==> config.mk <==
export PLATFORM = sky130hd
export DESIGN_NAME = arso_status
export DESIGN_NICKNAME = d
export VERILOG_FILES = /design/src/core/arso_pkg.sv /design/src/core/arso_status.sv
export SDC_FILE = /design/constraint.sdc
export NUM_CORES = 1
export LEC_CHECK = 0
export BUFFER_PORTS_ARGS = -buffer_cell sky130_fd_sc_hd__buf_2
export CAP_MARGIN = 10
export CORE_MARGIN = 2
export CORE_UTILIZATION = 43
export DETAILED_ROUTE_END_ITERATION = 10
export PLACE_DENSITY = 0.68
export RECOVER_POWER = 25
export SLEW_MARGIN = 5
export SYNTH_ARGS = -nofsm -noshare
export SYNTH_HDL_FRONTEND = slang
export SYNTH_SLANG_ARGS = --single-unit
==> constraint.sdc <==
create_clock -name mclk -period 2.35 [get_ports mclk]
set_input_delay 0.1175 -clock mclk [delete_from_list [all_inputs] [get_ports mclk]]
set_output_delay 0.1175 -clock mclk [all_outputs]
set_load 0.05 [all_outputs]
==> src/core/arso_pkg.sv <==
package arso_pkg;

    // ------------------------------------------------------------
    // Sizes
    // ------------------------------------------------------------
    localparam int NUM_REQ  = 5;
    localparam int NUM_SHOT = 5;

    // ------------------------------------------------------------
    // Register map (word offsets as byte addresses)
    // ------------------------------------------------------------
    localparam logic [7:0] CTRL_OFS   = 8'h00;
    localparam logic [7:0] STATUS_OFS = 8'h04;
    localparam logic [7:0] SHOT_OFS   = 8'h08;

    // Control register fields
    localparam int CTRL_MODE_BIT   = 0;
    localparam int CTRL_USEONF_BIT = 1;
    localparam int CTRL_LASTSHOT_LSB = 4;
    localparam int CTRL_LASTSHOT_W   = 3;
    localparam logic [31:0] CTRL_RESET = 32'h0000_0050;

    // Status register fields
    localparam int ST_ENABLED  = 0;
    localparam int ST_DISABLED = 1;
    localparam int ST_ARMED    = 2;
    localparam int ST_ACTIVE   = 3;
    localparam int ST_INHIBIT  = 4;
    localparam int ST_LOCKED   = 5;
    localparam int ST_INFLIGHT = 6;
    localparam int ST_DEAD     = 7;
    localparam int ST_ARC      = 8;
    localparam int ST_RECLAIM  = 9;
    localparam int ST_DONE     = 10;
    localparam int ST_FINAL    = 11;
    localparam int ST_PSLOCK   = 12;

    // ------------------------------------------------------------
    // Types
    // ------------------------------------------------------------
    typedef enum logic [1:0] {
        MODE_ARMED,
        MODE_ACTIVE,
        MODE_INHIBIT,
        MODE_LOCKED
    } arso_mode_type;

    typedef struct packed {
        logic                dead_run;
        logic                arc_run;
        logic                reclaim_run;
        logic                lockout_run;
        logic                shot_closed;
        logic                final_trip_done;
        logic                fault;
        logic                inhibit;
        logic [2:0]          shot_num;
    } arso_core_type;

    typedef struct packed {
        logic                enabled;
        logic                disabled;
        logic                armed;
        logic                active;
        logic                inhibit;
        logic                locked;
        logic                inflight;
        logic                dead;
        logic                arc;
        logic                reclaim;
        logic                done;
        logic                final_trip;
        logic                pslock;
        logic [NUM_REQ-1:0]  req_on;
        logic [NUM_SHOT-1:0] shot_on;
    } arso_ind_type;

endpackage

==> src/core/arso_status.sv <==
module arso_status (
    // Clock and reset
    input  wire logic                          mclk,
    input  wire logic                          sys_rst,
    // Wishbone slave
    input  wire logic                          wb_cyc_i,
    input  wire logic                          wb_stb_i,
    input  wire logic                          wb_we_i,
    input  wire logic [7:0]                    wb_adr_i,
    input  wire logic [3:0]                    wb_sel_i,
    input  wire logic [31:0]                   wb_dat_i,
    output logic      [31:0]                   wb_dat_o,
    output logic                               wb_ack_o,
    // Recloser pins and core state
    input  wire logic                          onoff_pin,
    input  wire logic                          critical_pin,
    input  wire logic                          manual_reset_pin,
    input  wire logic [arso_pkg::NUM_REQ-1:0]  reclose_request_pin,
    input  wire arso_pkg::arso_core_type       core_i,
    // Indications
    output arso_pkg::arso_ind_type             ind_o
);

    // ------------------------------------------------------------
    // Pin synchronisers
    // ------------------------------------------------------------
    localparam int NPIN = arso_pkg::NUM_REQ + 3;
    logic [NPIN-1:0] pin_meta_q;
    logic [NPIN-1:0] pin_sync_q;

    always_ff @(posedge mclk) begin
        if (sys_rst) begin
            pin_meta_q <= '0;
            pin_sync_q <= '0;
        end else begin
            pin_meta_q <= {reclose_request_pin, manual_reset_pin, critical_pin, onoff_pin};
            pin_sync_q <= pin_meta_q;
        end
    end

    wire logic                         onoff_s  = pin_sync_q[0];
    wire logic                         crit_s   = pin_sync_q[1];
    wire logic                         mreset_s = pin_sync_q[2];
    wire logic [arso_pkg::NUM_REQ-1:0] req_s    = pin_sync_q[NPIN-1:3];

    // ------------------------------------------------------------
    // Registers
    // ------------------------------------------------------------
    logic [31:0] ctrl_q;
    wire logic   mode_en  = ctrl_q[arso_pkg::CTRL_MODE_BIT];
    wire logic   use_onf  = ctrl_q[arso_pkg::CTRL_USEONF_BIT];
    wire logic [2:0] last_shot =
        ctrl_q[arso_pkg::CTRL_LASTSHOT_LSB +: arso_pkg::CTRL_LASTSHOT_W];

    // On/off input only counts when marked in use
    wire logic enabled_d  = mode_en & (~use_onf | onoff_s);
    wire logic disabled_d = use_onf & ~onoff_s;

    // ------------------------------------------------------------
    // Request priority
    // ------------------------------------------------------------
    function automatic logic [arso_pkg::NUM_REQ-1:0] prio_pick(input logic [arso_pkg::NUM_REQ-1:0] r);
        logic [arso_pkg::NUM_REQ-1:0] p;
        p = '0;
        for (int i = arso_pkg::NUM_REQ - 1; i >= 0; i--) begin
            if (r[i]) begin
                p = '0;
                p[i] = 1'b1;
            end
        end
        return p;
    endfunction

    wire logic [arso_pkg::NUM_REQ-1:0] req_pick = prio_pick(req_s);

    // ------------------------------------------------------------
    // Mode state machine
    // ------------------------------------------------------------
    arso_pkg::arso_mode_type      mode_q;
    arso_pkg::arso_mode_type      mode_d;
    logic [arso_pkg::NUM_REQ-1:0] req_latch_q;
    logic                         pslock_q;
    logic                         done_q;
    logic                         final_q;

    function automatic logic mode_is(input arso_pkg::arso_mode_type m, input arso_pkg::arso_mode_type want);
        return m == want;
    endfunction

    wire logic in_armed    = mode_is(mode_q, arso_pkg::MODE_ARMED);
    wire logic in_active   = mode_is(mode_q, arso_pkg::MODE_ACTIVE);
    wire logic in_inhibit  = mode_is(mode_q, arso_pkg::MODE_INHIBIT);
    wire logic in_locked   = mode_is(mode_q, arso_pkg::MODE_LOCKED);
    wire logic stay_active = mode_is(mode_d, arso_pkg::MODE_ACTIVE);

    // Sequencer quiet: no dead, arc or reclaim timer counting and breaker not just closed
    wire logic seq_idle   = ~core_i.reclaim_run & ~core_i.dead_run & ~core_i.arc_run & ~core_i.shot_closed;
    wire logic seq_start  = in_armed & core_i.fault & (|req_pick);
    wire logic pslock_set = core_i.lockout_run & core_i.fault;
    wire logic pslock_clr = mreset_s;
    wire logic last_close = core_i.shot_closed & (core_i.shot_num == last_shot);
    wire logic done_clr   = core_i.final_trip_done | ~core_i.reclaim_run;
    wire logic final_clr  = mreset_s;
    wire logic unlock_ok  = mreset_s & ~pslock_q;

    always_comb begin
        mode_d = mode_q;
        unique case (mode_q)
            arso_pkg::MODE_ARMED: begin
                if (pslock_set) begin
                    mode_d = arso_pkg::MODE_LOCKED;
                end else if (core_i.inhibit) begin
                    mode_d = arso_pkg::MODE_INHIBIT;
                end else if (seq_start) begin
                    mode_d = arso_pkg::MODE_ACTIVE;
                end
            end
            arso_pkg::MODE_ACTIVE: begin
                if (core_i.final_trip_done) begin
                    mode_d = arso_pkg::MODE_LOCKED;
                end else if (seq_idle) begin
                    mode_d = arso_pkg::MODE_ARMED;
                end
            end
            arso_pkg::MODE_INHIBIT: begin
                if (~core_i.inhibit) begin
                    mode_d = arso_pkg::MODE_ARMED;
                end
            end
            arso_pkg::MODE_LOCKED: begin
                if (unlock_ok) begin
                    mode_d = arso_pkg::MODE_ARMED;
                end
            end
        endcase
        // A latched lockout holds locked from any mode, not only from ready
        if (pslock_set | pslock_q) begin
            mode_d = arso_pkg::MODE_LOCKED;
        end
        // Critical request beats every other transition
        if (crit_s) begin
            mode_d = arso_pkg::MODE_LOCKED;
        end
    end

    always_ff @(posedge mclk) begin
        if (sys_rst) begin
            mode_q <= arso_pkg::MODE_ARMED;
        end else begin
            mode_q <= mode_d;
        end
    end

    // Request that started the sequence, held while running
    always_ff @(posedge mclk) begin
        if (sys_rst) begin
            req_latch_q <= '0;
        end else if (seq_start) begin
            req_latch_q <= req_pick;
        end else if (~stay_active) begin
            req_latch_q <= '0;
        end
    end

    // Set wins over a manual reset in the same cycle
    always_ff @(posedge mclk) begin
        if (sys_rst) begin
            pslock_q <= 1'b0;
        end else if (pslock_set) begin
            pslock_q <= 1'b1;
        end else if (pslock_clr) begin
            pslock_q <= 1'b0;
        end
    end

    // Sequence done held until final trip or reclaim expiry
    always_ff @(posedge mclk) begin
        if (sys_rst) begin
            done_q <= 1'b0;
        end else if (last_close) begin
            done_q <= 1'b1;
        end else if (done_clr) begin
            done_q <= 1'b0;
        end
    end

    // Final trip stays shown until someone resets by hand
    always_ff @(posedge mclk) begin
        if (sys_rst) begin
            final_q <= 1'b0;
        end else if (core_i.final_trip_done) begin
            final_q <= 1'b1;
        end else if (final_clr) begin
            final_q <= 1'b0;
        end
    end

    // ------------------------------------------------------------
    // Shot decode
    // ------------------------------------------------------------
    function automatic logic [arso_pkg::NUM_SHOT-1:0] shot_dec(input logic [2:0] n);
        logic [arso_pkg::NUM_SHOT-1:0] s;
        s = '0;
        for (int i = 0; i < arso_pkg::NUM_SHOT; i++)
            if (n == 3'(i + 1))
                s[i] = 1'b1;
        return s;
    endfunction


    // ------------------------------------------------------------
    // Indication register; nothing here drives the breaker
    // ------------------------------------------------------------
    arso_pkg::arso_ind_type ind_d;
    always_comb begin
        ind_d            = '0;
        ind_d.enabled    = enabled_d;
        ind_d.disabled   = disabled_d;
        ind_d.armed      = enabled_d & in_armed;
        ind_d.active     = enabled_d & in_active;
        ind_d.inhibit    = enabled_d & in_inhibit;
        ind_d.locked     = enabled_d & in_locked;
        ind_d.inflight   = enabled_d & in_active & core_i.dead_run;
        ind_d.dead       = enabled_d & in_active & core_i.dead_run;
        ind_d.arc        = enabled_d & core_i.arc_run;
        ind_d.reclaim    = enabled_d & core_i.reclaim_run;
        ind_d.done       = enabled_d & done_q;
        ind_d.final_trip = enabled_d & final_q;
        ind_d.pslock     = enabled_d & pslock_q;
        ind_d.req_on     = enabled_d & in_active ? req_latch_q : '0;
        ind_d.shot_on    = enabled_d & in_active ? shot_dec(core_i.shot_num) : '0;
    end

    always_ff @(posedge mclk) begin
        if (sys_rst)
            ind_o <= '0;
        else
            ind_o <= ind_d;
    end

    // ------------------------------------------------------------
    // Wishbone slave, one wait state, ack for any address
    // ------------------------------------------------------------
    wire logic wb_req    = wb_cyc_i & wb_stb_i & ~wb_ack_o;
    wire logic sel_ctrl  = (wb_adr_i == arso_pkg::CTRL_OFS);
    wire logic sel_stat  = (wb_adr_i == arso_pkg::STATUS_OFS);
    wire logic sel_shot  = (wb_adr_i == arso_pkg::SHOT_OFS);
    wire logic [31:0] wmask = {{8{wb_sel_i[3]}}, {8{wb_sel_i[2]}}, {8{wb_sel_i[1]}}, {8{wb_sel_i[0]}}};
    logic [31:0] stat_word;
    logic [31:0] shot_word;

    // Status bits placed by name so the map lives in one place
    always_comb begin
        stat_word                         = '0;
        stat_word[arso_pkg::ST_ENABLED]  = ind_o.enabled;
        stat_word[arso_pkg::ST_DISABLED] = ind_o.disabled;
        stat_word[arso_pkg::ST_ARMED]    = ind_o.armed;
        stat_word[arso_pkg::ST_ACTIVE]   = ind_o.active;
        stat_word[arso_pkg::ST_INHIBIT]  = ind_o.inhibit;
        stat_word[arso_pkg::ST_LOCKED]   = ind_o.locked;
        stat_word[arso_pkg::ST_INFLIGHT] = ind_o.inflight;
        stat_word[arso_pkg::ST_DEAD]     = ind_o.dead;
        stat_word[arso_pkg::ST_ARC]      = ind_o.arc;
        stat_word[arso_pkg::ST_RECLAIM]  = ind_o.reclaim;
        stat_word[arso_pkg::ST_DONE]     = ind_o.done;
        stat_word[arso_pkg::ST_FINAL]    = ind_o.final_trip;
        stat_word[arso_pkg::ST_PSLOCK]   = ind_o.pslock;
    end

    // Shot bits low, request bits right above them
    always_comb begin
        shot_word                                          = '0;
        shot_word[arso_pkg::NUM_SHOT-1:0]                  = ind_o.shot_on;
        shot_word[arso_pkg::NUM_SHOT +: arso_pkg::NUM_REQ] = ind_o.req_on;
    end

    wire logic [31:0] rd_mux = sel_ctrl ? ctrl_q : sel_stat ? stat_word : sel_shot ? shot_word : 32'h0;
    wire logic        wr_ctrl = wb_req & wb_we_i & sel_ctrl;
    wire logic        rd_take = wb_req & ~wb_we_i;

    // Every request is acked, mapped or not, so a stray access never hangs the bus
    always_ff @(posedge mclk) begin
        if (sys_rst) begin
            wb_ack_o <= 1'b0;
        end else begin
            wb_ack_o <= wb_req;
        end
    end

    // Read data held until the next read
    always_ff @(posedge mclk) begin
        if (sys_rst) begin
            wb_dat_o <= 32'h0;
        end else if (rd_take) begin
            wb_dat_o <= rd_mux;
        end
    end

    // Byte lanes masked; status and shot words are read-only
    always_ff @(posedge mclk) begin
        if (sys_rst) begin
            ctrl_q <= arso_pkg::CTRL_RESET;
        end else if (wr_ctrl) begin
            ctrl_q <= (ctrl_q & ~wmask) | (wb_dat_i & wmask);
        end
    end

endmodule // arso_status

==> flow_metrics.py, run 1 <==
metrics = {
    "synthesis": {
        "synth_fp_nets": 464,
        "synth_area_um2": 4290,
        "synth_edf_count": 0,
        "synthFlopType": "dfxtp_1",
        "synth_warnings": 0,
        "synth_top_area_share_pct": 52.8,
        "async_reset_ff_share_pct": 0,
        "yosysMostFrequentCell": "dfxtp_1",
        "synthTopCellsByCount": "dfxtp_1 (113), nor2_1 (53), mux2i_1 (39)",
        "ys_seq_area_share_pct": 52.8,
        "synthTopCellsByArea": "dfxtp_1 (53%), mux2i_1 (9.1%), a22oi_2 (5.0%), nor2_1 (4.6%), nor2b_1 (2.9%)",
        "yosys_register_bits": 113,
        "ys_types": 42,
        "synth_area_per_cell_um2": 10.8,
        "synth_cells": 396,
        "synth_area_leader_cell": "dfxtp_1",
    },
    "clock_tree": {
        "ctsResizeCount": 0,
        "cts_hold_buf": 65,
        "clock_latency_ns": 0.50,
        "clk_pin_slew_ns": 0.05,
        "cts.sinks": 113,
        "cts_buffers": 17,
        "cts_tree": "built",
        "cts_setup_buffers": 0,
        "cts-root-buf": "clkbuf_8",
        "h-tree-depth": 4,
        "cts_max_path_buffers": 2,
    },
    "global_routing": {
        "overflow": 0,
        "grt_max_degree": 36,
        "grt_pass1_vias": 3615,
        "antenna_found_initial": 0,
        "grt_use_total_pct": 20.4,
        "grt_first_pass_wirelength_um": 17500,
    },
    "die": {
        "floorplan.die_area_um2": 10800,
        "die_h_um": 104,
        "io_pins": 124,
        "row_count": 36,
        "fp.dieW_um": 104,
        "core_region_area_um2": 9730,
        "initial_core_util_pct": 44.1,
    },
    "sta": {
        "worstMarginPinSlew_ns": 1.57,
        "skew_ns": 0.00774,
        "hold_violations": 0,
        "finalCritPeriodShare_pct": 90.0,
        "rsz0062_at_grt": "false",
        "finalSetupViolations": 0,
        "slew_headroom_pct": -4.62,
        "maxSlewViolCount": 35,
        "fmax_mhz": 473,
        "period_minus_slack_ns": 2.11,
        "finalSetupTns_ns": 0,
    },
    "setup_path": {
        "crit_path_end_kind": "flop",
        "cp-start-kind": "flop",
        "reg2reg_depth": 5,
        "worstPathRequired_ns": 2.73,
        "worstSetupPathType": "flop to flop",
        "reg2reg_from": "wb_ack_o$_SDFF_PP0_",
        "r2r_slack_ns": 0.24,
        "crit_fanout": 10,
        "worstPathArrival_ns": 2.50,
    },
    "min_path": {
        "hp-start": "core_i[4]",
        "worst_hold_path.endpoint": "mode_q[0]$_SDFF_PP0_",
        "min_path_type": "primary input to flop",
        "hold_depth": 3,
    },
    "detailed_routing": {
        "drt-total-wl_um": 10800,
        "wl_per_cell_um": 14.8,
        "vias": 3575,
        "vias_per_cell": 4.89,
        "postRouteAntennaNets": 0,
        "drt_iter0_markers": 110,
        "drc": 0,
        "drt_pass1_iterations": 4,
    },
    "power": {
        "p_leak_nw": 2.80,
        "powerDensity_nw_per_um2": 773,
        "ir_worst_vdd_uv": 423,
    },
    "outcome": {
        "violations": "max-capacitance violations, max-slew violations",
        "status": "finished, violations left",
    },
    "layout": {
        "nNetsFinal": 653,
        "area_growth_syn_to_layout_pct": 45.3,
        "fin_cells": 731,
        "layout-drive-gt1-share_pct": 30.8,
        "fin_area_um2": 6230,
        "fin_util_pct": 64.0,
        "fillerInstances": 788,
        "antennaDiodeCount": 0,
    },
    "place": {
        "placed_cell_area_um2": 5000,
        "dp_hpwl_um": 7260,
        "port_buffers": 123,
        "place_congestion": 0.824,
        "dp.cells": 634,
    },
    "job": {
        "maxCapViolCount": 1,
    },
}
placed cells by master (no fill, tap or decap), types with 14 or more instances in the layout:
cell	netlist	layout
a22oi_1	14	14
a22oi_2	17	17
buf_2	3	104
clkbuf_1	13	23
clkbuf_16	0	16
dfxtp_1	113	113
dlygate4sd3_1	0	65
mux2i_1	39	39
nor2_1	53	53
nor2_2	17	17
nor2b_1	20	20
worst max-delay path by stage:
stage	slack [ns]	cells past startpoint	to	from
after floorplan	0.59	5	flop	wb_ack_o$_SDFF_PP0_
after global placement	0.65	5	flop	wb_adr_i[5]
after detailed placement	0.60	6	wb_dat_o[13]$_SDFFE_PP0P_	wb_adr_i[2]
after CTS	0.22	5	flop	wb_ack_o$_SDFF_PP0_
after global routing	0.15	5	flop	sys_rst
final	0.24	5	flop	wb_ack_o$_SDFF_PP0_
per-layer routing:
metal  wire [µm]  track usage, %  vias to the layer above
li1            -               -                     1780
met1        4700            24.2                     1689
met2        5600            36.1                       96
met3         406            5.29                       10
met4         115            6.08                        0
met5           0               0                        -
where the power goes:
| group | switching [mW] | total, mW | internal, mW |
|---|---|---|---|
| clock network | 0.835 | 2.58 | 1.74 |
| registers | 0.0169 | 1.96 | 1.94 |
| logic | 0.134 | 0.282 | 0.148 |
worst max-delay path: stages (launching register included):
cell and delay [ns]:
dfxtp_1 0.34, and4b_1 0.51, nand4_4 0.30, mux2i_1 0.25
nor2_1 0.05, dlygate4sd3_1 0.56
area by class of cell:
cell class | instances | area [µm²] | area share (%)
Multi-Input combinational cell | 253 | 1890 | 30.3
Sequential cell | 113 | 2260 | 36.3
Timing Repair Buffer | 195 | 1290 | 20.8
Clock inverter | 10 | 159 | 2.55
Inverter | 5 | 18.8 | 0.301
Clock buffer | 22 | 443 | 7.11
Tap cell | 133 | 166 | 2.67
cells by family (layout without fill, tap and decap cells):
logic type	Yosys count	in the layout	share of synthesized area [%]
flip-flops	113	113	52.8
AO/OA/AOI/OAI	57	57	11.8
XOR/XNOR	3	3	0.613
AND/OR/NAND/NOR	154	154	22.4
multiplexers	39	39	9.11
buffers and inverters	30	232	3.33
per-stage QoR:
stage / setup WS [ns] / total power [mW] / hold WS, ns
floorplan: 0.593 / 2.10 / 0.193
global placement: 0.653 / 2.19 / 0.324
detailed placement: 0.603 / 2.20 / 0.332
CTS: 0.216 / 4.85 / 0.00329
global route: 0.152 / 4.99 / 0.0284
finish: 0.236 / 4.82 / 0.0263
Note: power is estimated with default switching activity, not from simulation.
==> inputs of run 2 (changes only) <==
- ABC_AREA: not set -> 1
- SETUP_SLACK_MARGIN: not set -> 0.15
==> run 2 against run 1 <==
The flow now finishes without violations. Flip-flop and latch count unchanged. Hold slack lost 0.0076 ns. Clock skew hardly changed. Die area decreased by 2.1%. Area after synthesis shrank 2.2%. Non-clock buffer count shrank 10. Global-route usage grew 1.8 points.
==> flow_metrics.py, run 2 <==
metrics = {
    "synthesis": {
        "ys_types": 33,
        "synthFlopType": "dfxtp_1",
        "synth_area_per_cell_um2": 7.96,
        "synth_cells": 527,
        "synth_area_leader_cell": "dfxtp_1",
        "synth_warnings": 0,
        "synthTopCellsByArea": "dfxtp_1 (54%), nand2_1 (8.8%), nor2_1 (6.5%), inv_1 (5.4%), a21oi_1 (5.0%)",
        "synth_fp_nets": 595,
        "synth_area_um2": 4190,
        "synth_edf_count": 0,
        "synth_top_area_share_pct": 53.9,
        "yosysMostFrequentCell": "dfxtp_1",
        "ys_seq_area_share_pct": 53.9,
        "synthTopCellsByCount": "dfxtp_1 (113), nand2_1 (98), nor2_1 (73)",
        "yosys_register_bits": 113,
        "async_reset_ff_share_pct": 0,
    },
    "setup_path": {
        "cp-start-kind": "flop",
        "worstSetupStartpoint": "pin_sync_q[0]$_SDFF_PP0_",
        "worstPathRequired_ns": 2.79,
        "worstPathArrival_ns": 2.52,
        "worstSetupPathType": "flop to flop",
        "r2r_slack_ns": 0.27,
        "reg2reg_from": "pin_sync_q[0]$_SDFF_PP0_",
        "crit_fanout": 12,
        "crit_path_end_kind": "flop",
    },
    "clock_tree": {
        "cts_tree": "built",
        "cts_max_path_buffers": 2,
        "cts_buffers": 17,
        "clock_latency_ns": 0.50,
        "cts.sinks": 113,
        "h-tree-depth": 4,
        "cts-root-buf": "clkbuf_8",
        "clk_pin_slew_ns": 0.06,
    },
    "global_routing": {
        "grt_max_degree": 54,
        "grt_use_total_pct": 22.2,
        "overflow": 0,
        "grt_pass1_vias": 3948,
        "antenna_found_initial": 1,
        "grt_first_pass_wirelength_um": 18000,
    },
    "detailed_routing": {
        "drc": 0,
        "postRouteAntennaNets": 0,
        "vias": 4057,
        "drt-total-wl_um": 11300,
        "drt_pass1_iterations": 6,
        "drt_iter0_markers": 150,
        "vias_per_cell": 4.73,
        "wl_per_cell_um": 13.2,
    },
    "min_path": {
        "hp-start": "core_i[3]",
        "min_path_type": "primary input to flop",
    },
    "die": {
        "io_pins": 124,
        "row_count": 36,
        "core_region_area_um2": 9640,
        "fp.dieW_um": 103,
        "floorplan.die_area_um2": 10600,
        "initial_core_util_pct": 43.5,
        "die_h_um": 103,
    },
    "sta": {
        "maxSlewViolCount": 0,
        "period_minus_slack_ns": 2.08,
        "skew_ns": 0.00743,
        "finalSetupViolations": 0,
        "finalSetupTns_ns": 0,
        "worstMarginPinSlew_ns": 1.11,
        "hold_violations": 0,
        "rsz0062_at_grt": "false",
        "fmax_mhz": 480,
        "slew_headroom_pct": 25.9,
        "finalCritPeriodShare_pct": 88.6,
    },
    "layout": {
        "final_cell_mix": "dfxtp_1 (113), buf_2 (110), nand2_1 (98)",
        "nNetsFinal": 779,
        "fin_cells": 858,
        "area_growth_syn_to_layout_pct": 44.8,
        "layout-drive-gt1-share_pct": 22.8,
        "final_common_cell": "dfxtp_1",
        "fillerInstances": 869,
    },
    "place": {
        "port_buffers": 123,
        "dp_hpwl_um": 7420,
        "place_congestion": 0.884,
        "dp.cells": 770,
    },
    "power": {
        "powerDensity_nw_per_um2": 805,
        "ir_worst_vdd_uv": 581,
        "p_leak_nw": 2.74,
    },
    "outcome": {
        "status": "completed",
    },
    "job": {
        "maxCapViolCount": 0,
    },
}
## run 2: path summary, 6_finish.rpt
kind / end / cells after the start
max: ind_o[3]$_SDFF_PP0_ / 7
min: mode_q[0]$_SDFF_PP0_ / 6
max reg2reg: ind_o[3]$_SDFF_PP0_ / 7
min reg2reg: pin_sync_q[7]$_SDFF_PP0_ / 2
## run 2: layout make-up
type	instances	area (µm²)	area share, %
antenna	1	2.50	0.0412
tap	133	166	2.74
clock buffer	21	449	7.39
sequential	113	2260	37.2
inverter	65	246	4.06
timing repair buffer	185	1200	19.8
clock inverter	11	160	2.64
multi-input combinational	329	1590	26.1
## run 2: timing repair
item,CTS,global route
buffers inserted,0,0
gates resized for setup,0,0
hold endpoints to repair,54,0
hold buffers,55,0
## run 2: cell families (layout without fill, tap and decap cells)
family,after synthesis,in the layout,synth area share (%)
flops,113,113,53.9
buf+inv,85,282,8.20
simple gates,235,235,25.8
xor+xnor,1,1,0.209
other cells,0,1,0
compound gates,93,93,11.8
## run 2: worst max-delay path, cell delays in order (launching register included)
cell and delay, ns:
dfxtp_1 0.30, inv_1 0.04, nand2_1 0.06, nand3_1 0.28
inv_1 0.16, nand2_1 0.27, nor4_1 0.31, dlygate4sd3_1 0.60
## run 2: routing by layer
layer,vias to the layer above,share of wire (%),GRT usage [%]
met1,1820,43,26.2
li1,2071,-,-
met3,21,6.2,6.03
met4,0,2.3,9.92
met2,145,49,37.8
met5,-,0,0
## run 2: per-stage QoR
stage / hold WS, ns / total power [mW] / utilization (%) / worst slack (ns) / area, µm²
final: 0.0186 / 4.89 / 63.0 / 0.267 / 6070
after global routing: 0.0213 / 5.07 / 63.0 / 0.150 / 6070
after CTS: 0.00148 / 4.93 / 63.2 / 0.385 / 6090
after detailed placement: 0.325 / 2.26 / 51.2 / 0.599 / 4930
after global placement: 0.318 / 2.25 / 51.2 / 0.702 / 4930
after floorplan: 0.194 / 2.15 / - / 0.735 / 4190
## run 2: report_power, final
| group | total (mW) | switching, mW | internal [mW] |
|---|---|---|---|
| registers | 1.96 | 0.0145 | 1.95 |
| logic | 0.326 | 0.184 | 0.142 |
| clock network | 2.60 | 0.834 | 1.77 |
| total | 4.89 | 1.03 | 3.85 |
